<file path="src/rro_pkg.sv">
`default_nettype none
package rro_pkg;
	// Datapath widths
	localparam int RRO_PC_W = 15;
	localparam int RRO_DATA_W = 8;
	// Bit position of the global interrupt allow bit in the interrupt control register
	localparam int RRO_IRQ_ALLOW_POS = 7;
	// Execution lengths in instruction cycles
	localparam int RRO_RET_CYCLES = 2;
	localparam int RRO_OP_WORDS = 1;
	// Reset values
	localparam logic [7:0] RRO_IRQ_CTRL_RST = 8'h00;
	localparam logic [7:0] RRO_ACC_RST = 8'h00;
	localparam logic RRO_SOFT_RESET_FLAG_RST = 1'b1;
	// Length of the reset pulse raised by the software reset op
	localparam logic [1:0] RRO_SRST_CYCLES = 2'h2;
	// Decoded operation selector
	typedef enum logic [1:0] {
		RRO_OP_NONE,
		RRO_OP_SOFT_RESET,
		RRO_OP_IRQ_RETURN,
		RRO_OP_LIT_RETURN
	} rro_op_t;
endpackage : rro_pkg
`default_nettype wire

</file>
<file path="src/rro_exec.sv">
// Behaviour
// - Software reset op raises a two-cycle device reset request
// - Software reset op clears soft reset flag
// - Interrupt return pops stack into pointer, two cycles
// - Interrupt return sets global interrupt allow bit
// - Literal return writes 8-bit literal to accumulator
// - Literal return loads pointer from stack top
`default_nettype none
module rro_exec
	import rro_pkg::*;
#(
	parameter int PC_W = RRO_PC_W
) (
	// Clock and reset
	input wire logic ref_clk,
	input wire logic nrst,
	// Decoder request, held one cycle
	input wire logic op_valid,
	input wire rro_op_t op_sel,
	input wire logic [7:0] op_literal,
	// Return stack side
	input wire logic [PC_W-1:0] stack_top_entry,
	// Current arithmetic status flags
	input wire logic [2:0] status_flags_in,
	// Soft reset flag written by other logic
	input wire logic soft_reset_flag_set,
	// Results
	output logic busy,
	output logic stack_pop,
	output logic pc_load,
	output logic [PC_W-1:0] instruction_pointer,
	output logic acc_load,
	output logic [7:0] acc_value,
	output logic [7:0] irq_control_reg,
	output logic global_irq_allow,
	output logic [2:0] status_flags_out,
	output logic soft_reset_flag,
	output logic device_reset_req
);
	typedef enum {
		RRO_IDLE,
		RRO_RET2
	} rro_fsm_t;

	typedef struct packed {
		rro_fsm_t fsm;
		logic busy;
		logic pop;
		logic pc_load;
		logic [PC_W-1:0] ip;
		logic acc_load;
		logic [7:0] acc;
		logic [7:0] irq_ctrl;
		logic [2:0] flags;
		logic srf;
		logic srst_trig;
	} rro_state_t;

	rro_state_t st_reg;
	rro_state_t st_next;
	logic srst_pulse;

	// Is the request a two-cycle return op
	function automatic logic is_return(input rro_op_t op);
		return (op == RRO_OP_IRQ_RETURN) || (op == RRO_OP_LIT_RETURN);
	endfunction : is_return

	// Sequencing and architectural updates
	always_comb begin
		st_next = st_reg;
		st_next.pop = 1'b0;
		st_next.pc_load = 1'b0;
		st_next.acc_load = 1'b0;
		st_next.srst_trig = 1'b0;
		st_next.flags = status_flags_in;
		case (st_reg.fsm)
			RRO_IDLE: begin
				st_next.busy = 1'b0;
				if (op_valid) begin
					if (op_sel == RRO_OP_SOFT_RESET) begin
						st_next.srst_trig = 1'b1;
						st_next.srf = 1'b0;
					end else if (is_return(op_sel)) begin
						st_next.fsm = RRO_RET2;
						st_next.busy = 1'b1;
						st_next.pop = 1'b1;
						if (op_sel == RRO_OP_IRQ_RETURN) begin
							st_next.irq_ctrl[RRO_IRQ_ALLOW_POS] = 1'b1;
						end else begin
							st_next.acc = op_literal;
							st_next.acc_load = 1'b1;
						end
					end
				end
			end
			RRO_RET2: begin
				// Second cycle commits popped entry
				st_next.ip = stack_top_entry;
				st_next.pc_load = 1'b1;
				st_next.busy = 1'b0;
				st_next.fsm = RRO_IDLE;
			end
			default: begin
				st_next.fsm = RRO_IDLE;
			end
		endcase
		// Set from other logic wins over a same-cycle clear
		if (soft_reset_flag_set) begin
			st_next.srf = 1'b1;
		end
	end

	always_ff @(posedge ref_clk or negedge nrst) begin
		if (!nrst) begin
			st_reg <= '{fsm: RRO_IDLE, busy: 1'b0, pop: 1'b0, pc_load: 1'b0,
				ip: '0, acc_load: 1'b0, acc: RRO_ACC_RST, irq_ctrl: RRO_IRQ_CTRL_RST,
				flags: 3'h0, srf: RRO_SOFT_RESET_FLAG_RST, srst_trig: 1'b0};
		end else begin
			st_reg <= st_next;
		end
	end

	// Reset pulse stretcher
	rro_srst_gen u_srst (
		.ref_clk(ref_clk),
		.nrst(nrst),
		.trigger(st_reg.srst_trig),
		.srst_pulse(srst_pulse)
	);

	// Register outputs
	assign busy = st_reg.busy;
	assign stack_pop = st_reg.pop;
	assign pc_load = st_reg.pc_load;
	assign instruction_pointer = st_reg.ip;
	assign acc_load = st_reg.acc_load;
	assign acc_value = st_reg.acc;
	assign irq_control_reg = st_reg.irq_ctrl;
	assign global_irq_allow = st_reg.irq_ctrl[RRO_IRQ_ALLOW_POS];
	assign status_flags_out = st_reg.flags;
	assign soft_reset_flag = st_reg.srf;
	assign device_reset_req = srst_pulse;
endmodule : rro_exec
`default_nettype wire

</file>
<file path="src/rro_srst_gen.sv">
`default_nettype none
module rro_srst_gen
	import rro_pkg::*;
(
	// Clock and reset
	input wire logic ref_clk,
	input wire logic nrst,
	// Trigger and pulse
	input wire logic trigger,
	output logic srst_pulse
);
	typedef struct packed {
		logic [1:0] cnt;
		logic pulse;
	} rro_srst_state_t;

	rro_srst_state_t st_reg;
	rro_srst_state_t st_next;

	// Stretch trigger into a fixed reset pulse
	always_comb begin
		st_next = st_reg;
		if (trigger) begin
			st_next.cnt = RRO_SRST_CYCLES;
		end else if (st_reg.cnt != 2'h0) begin
			st_next.cnt = st_reg.cnt - 2'h1;
		end
		st_next.pulse = trigger || (st_reg.cnt > 2'h1);
	end

	always_ff @(posedge ref_clk or negedge nrst) begin
		if (!nrst) begin
			st_reg <= '0;
		end else begin
			st_reg <= st_next;
		end
	end

	assign srst_pulse = st_reg.pulse;
endmodule : rro_srst_gen
`default_nettype wire
</file>
<file path="config.mk">
export PLATFORM = sky130hd
export DESIGN_NAME = rro_exec
export DESIGN_NICKNAME = d
export VERILOG_FILES = /design/src/rro_pkg.sv /design/src/rro_exec.sv /design/src/rro_srst_gen.sv
export SDC_FILE = /design/constraint.sdc
export NUM_CORES = 1
export LEC_CHECK = 0
export ABC_AREA = 1
export CORE_ASPECT_RATIO = 1.4
export CORE_UTILIZATION = 65
export DETAILED_ROUTE_END_ITERATION = 16
export DONT_BUFFER_PORTS = 1
export PLACE_DENSITY_LB_ADDON = 0.3
export SKIP_CTS_REPAIR_TIMING = 1
export SYNTH_ARGS = -nofsm -noshare
export SYNTH_HDL_FRONTEND = slang
export SYNTH_SLANG_ARGS = --single-unit
</file>
<file path="constraint.sdc">
create_clock -name ref_clk -period 2.3 [get_ports ref_clk]
set_input_delay 0.115 -clock ref_clk [delete_from_list [all_inputs] [get_ports ref_clk]]
set_output_delay 0.115 -clock ref_clk [all_outputs]
set_load 0.02 [all_outputs]
</file>
-- Yosys cells after proc, flatten, opt, wreduce, memory -nomap -nowiden
Index checks and enable logic that the tools add are counted.
- add/sub/neg operators: 1
- multipliers: 0
- div/mod/pow operators: 0
- order comparisons: 1
- equal/unequal tests: 7
- shift-type cells: 0
- mux-type cells: 19
- bitwise operators: 2
- reduce and logical (&&, ||, !) cells: 13
- operators by type and width (operator ; number):
    $mux 34 ; 3
    $mux 10 ; 4
    $eq 32x1->1 const B ; 1
    $logic_not 32->1 ; 1
    $mux 32 ; 1
    $mux 16 ; 1
    $reduce_bool 2->1 ; 6
    $mux 2 ; 5
    $reduce_and 5->1 ; 2
    $mux 9 ; 1
    $ne 2x2->1 const B ; 3
    $reduce_and 3->1 ; 2
    $eq 2x2->1 const B ; 2
    $mux 1 ; 3
    $eq 2x1->1 const B ; 1
    $gt 2x1->1 const B ; 1
    $logic_or 1x1->1 ; 2
    $not 1->1 ; 2
    $pmux 1 s2 ; 1
    $sub 2x1->2 const B ; 1
- register bits after elaboration: 68
- bits in latches: 0
- bits in writable memories: 0
- memory bits (read-only): 0
- input port bits: 32
- output and inout port bits: 41
- logic and storage cells: 56
- memories: 0

-- Depth between registers and ports, before layout
- word-level depth: 6
- gate-level depth with buffers: 7
- depth with buffers taken out: 7

-- Cells and area by module
A second synthesis with hierarchy kept.
- cell total of the unflattened synthesis: 189
- area, all modules: 1806.7 um^2
- modules (own cells, without submodules) (module ; times used ; cells an instance ; area an instance (um^2) ; seq. area each (um^2)):
    rro_exec ; 1 ; 172 ; 1652.8 ; 852.1
    rro_srst_gen ; 1 ; 17 ; 153.9 ; 75.1

-- Worst setup path before layout
No wires, ideal clock.
- path type: register to register
- from: reg st_reg[40] (netlist bit)
- to: reg st_reg (netlist bit acc_value[0])
- setup time: 0.117 ns
- arrival time: 0.847 ns
- required time: 2.183 ns
- slack: 1.336 ns
- stages on the path, launching flop included: 6
- path buffers: 1
- period minus slack after synthesis: 0.964 ns
- cell sequence: dfrtp_1 > buf_6 > nor2_2 > nand3_4 > nand2_1 > nand2_1
- word-level cells in the longest chain between the ends: 2
- RTL lines (element ; RTL line ; text):
    from (decl) ; rro_exec.sv:59 ; rro_state_t st_reg;
    from (signal assigned) ; rro_exec.sv:115 ; st_reg <= '{fsm: RRO_IDLE, busy: 1'b0, pop: 1'b0, pc_load: 1'b0,
    from (signal assigned) ; rro_exec.sv:119 ; st_reg <= st_next;
    $logic_not 32->1 ; rro_exec.sv:76 ; case (st_reg.fsm)
    $reduce_and 5->1 (no line) ; n/a ;
Every way passes these cells.
A chain may end at the register's enable or synchronous reset.

-- Worst setup path after layout
- from: reg st_reg[40] (netlist bit)
- to: reg st_reg (netlist bit acc_value[6])
Same word-level chain as after synthesis.

==> out/qor.yml <==
layout:
  largest_reg_flops: 15
  fin_nets: 228
  nFillCells: 194
  regArea_um2: 927.1
  drive_above_1_share: 0.09948
  multi_input_area_um2: 540.5
  final_cell_mix: "nand2_1, dfrtp_1, dlygate4sd3_1"
  final_common_cell: "nand2_1"
  diodes: 0
  fin_cells: 227
  area_delta_synth_final_pct: 8.869
floorplanning:
  die_area_um2: 2973
  die_y_um: 64.12
  rows: 22
  pin_count: 73
  die_w_um: 46.37
  initial_utilization: 0.6852
  core-area_um2: 2615
setup_path:
  worst_ep_arrival_time_ns: 1.68
  cp_max_fo: 19
  cp-end-kind: "flip-flop"
  cp-start-kind: "flip-flop"
  crit_type: "reg2reg"
  cp.required_ns: 2.54
placement:
  io_buffers: 0
  dp.cells: 189
  dpl_worst_slack_ns: 0.8941
  dp_hpwl_um: 2122
  routabilityCongestion: 0.6648
sta:
  final_hold_viol_count: 0
  maxSlewHeadroom: 0.4632
  layout_setup_ws_ns: 0.8661
  tightest_slew_ns: 0.8052
  tns_ns: 0
  max_freq_mhz: 697.4
  maxSlewViolCount: 0
  fin_crit_ns: 1.434
  clock_skew_ns: 0.008305
  rsz0062_at_grt: "no"
  min_period_over_period: 0.6234
  setup_viol_count_final: 0
clocking:
  cts_tree: "built"
  clk_pin_slew_worst_paths_ns: 0.10
  cts-root-buf: "clkbuf_4"
  cts_buffer_depth: 2
  h-tree-depth: 2
  insertion_delay_ns: 0.34
  cts_made_buffers: 5
  cts.sinks: 37
outcome:
  status: "completed"
grt:
  grt_pass1_wl_um: 4312
  gr-total-overflow: 0
  grt_max_degree: 38
  antenna_found_initial: 0
  grt_util_all_layers: 0.2101
  grt_pass1_vias: 1007
power_and_ir_drop:
  powerDensity_nw_per_um2: 865.5
  ir_drop_uv: 531.7
  leakage_uw: 0.001012
logic_synthesis:
  seq_area_frac_synth: 0.5175
  ys_warn_count: 0
  avgSynthCellArea_um2: 9.685
  ys_seq_elements: 37
  synth_cell_types: 21
  syn_inst: 185
  syn_area_um2: 1792
routing:
  drtPass1Iterations: 4
  drt_iter0_markers: 37
  viasPerCell: 5.040
  totalWireLength_um: 3346
  ant_nets: 0
  vias: 1144
  drc_errors: 0
  detail_route.wl_per_cell_um: 14.74
flow_run:
  maxCapViolCount: 0
hold_path:
  hold_path.class: "in2reg"
kinds of logic after synthesis:
| group | after synthesis | synth area share |
|---|---|---|
| other | 1 | 0.002093 |
| xor gates and xnor gates | 1 | 0.004889 |
| adders and majority gates | 6 | 0.04190 |
| AOI/OAI and AO/OA | 8 | 0.02514 |
| DFF | 37 | 0.5175 |
| buffers and inverters | 50 | 0.1934 |
| and+or+nand+nor | 82 | 0.2151 |
Yosys cell counts (all sizes together):
library cell / n / area [um^2]
nand2: 69 / 310.3
dfrtp: 36 / 900.9
dfstp: 1 / 26.28
nor2: 4 / 17.52
xor2: 1 / 8.760
a21oi: 4 / 20.02
clkbuf: 1 / 3.750
inv: 12 / 57.56
nand3: 9 / 57.56
o21ai: 2 / 10.01
ha: 6 / 75.07
conb: 1 / 3.750
buf: 37 / 285.3
o21bai: 2 / 15.01
power breakdown:
part / switching, uW / internal [uW]
clock network: 201 / 177
logic: 162 / 122
registers: 245 / 783
total: 607 / 1080
through the flow:
step                      power [uW]  area [um^2]  hold slack (ns)  utilization
after CTS                       1641         1640          -0.5629       0.6273
after global placement          1231         1570          -0.1799       0.6005
after global routing            1790         1951          0.06822       0.7459
final                           1688         1951          0.08114       0.7459
after detailed placement        1263         1570          -0.1799       0.6005
after floorplan                 1347         1814          -0.1806            -
path summary, 6_finish.rpt:
check                                        from                      endpoint  slack (ns)  cells past startpoint
max                        st_reg[40]$_DFFE_PN0P_      acc_value[6]$_DFFE_PN0P_        0.87                      5
min                                      op_valid      acc_value[7]$_DFFE_PN0P_        0.08                      5
max reg2reg                st_reg[40]$_DFFE_PN0P_      acc_value[6]$_DFFE_PN0P_        0.87                      5
min reg2reg                   st_reg[0]$_DFF_PN0_  u_srst.st_reg[1]$_DFFE_PN0P_        0.47                      1
max in group asynchronous                    nrst   soft_reset_flag$_DFFE_PN1P_        1.82                      2
min in group asynchronous                    nrst  u_srst.st_reg[2]$_DFFE_PN0P_        0.24                      2
routing by layer:
metal  GRT usage  share of wire  vias to the layer above
li1            -              -                      535
met1      0.2004           0.35                      555
met5           0              0                        -
met2      0.3559           0.56                       46
met3     0.09887          0.065                        8
met4     0.09926          0.023                        0
worst max-delay path: stages, from the launching register on:
cell	delay [ns]
dfrtp_1	0.88
inv_12	0.13
nand2_8	0.13
nand2_8	0.06
nand3_1	0.07
nand2_1	0.06
layout make-up:
| class | instances | share of cell area |
|---|---|---|
| multi-input combinational | 104 | 0.2771 |
| clock buffer | 7 | 0.03335 |
| tap | 36 | 0.02309 |
| inverter | 12 | 0.02951 |
| sequential | 37 | 0.4753 |
| timing repair buffer | 30 | 0.1591 |
| clock inverter | 1 | 0.002566 |
No activity file was read; power rests on OpenSTA's default activity.
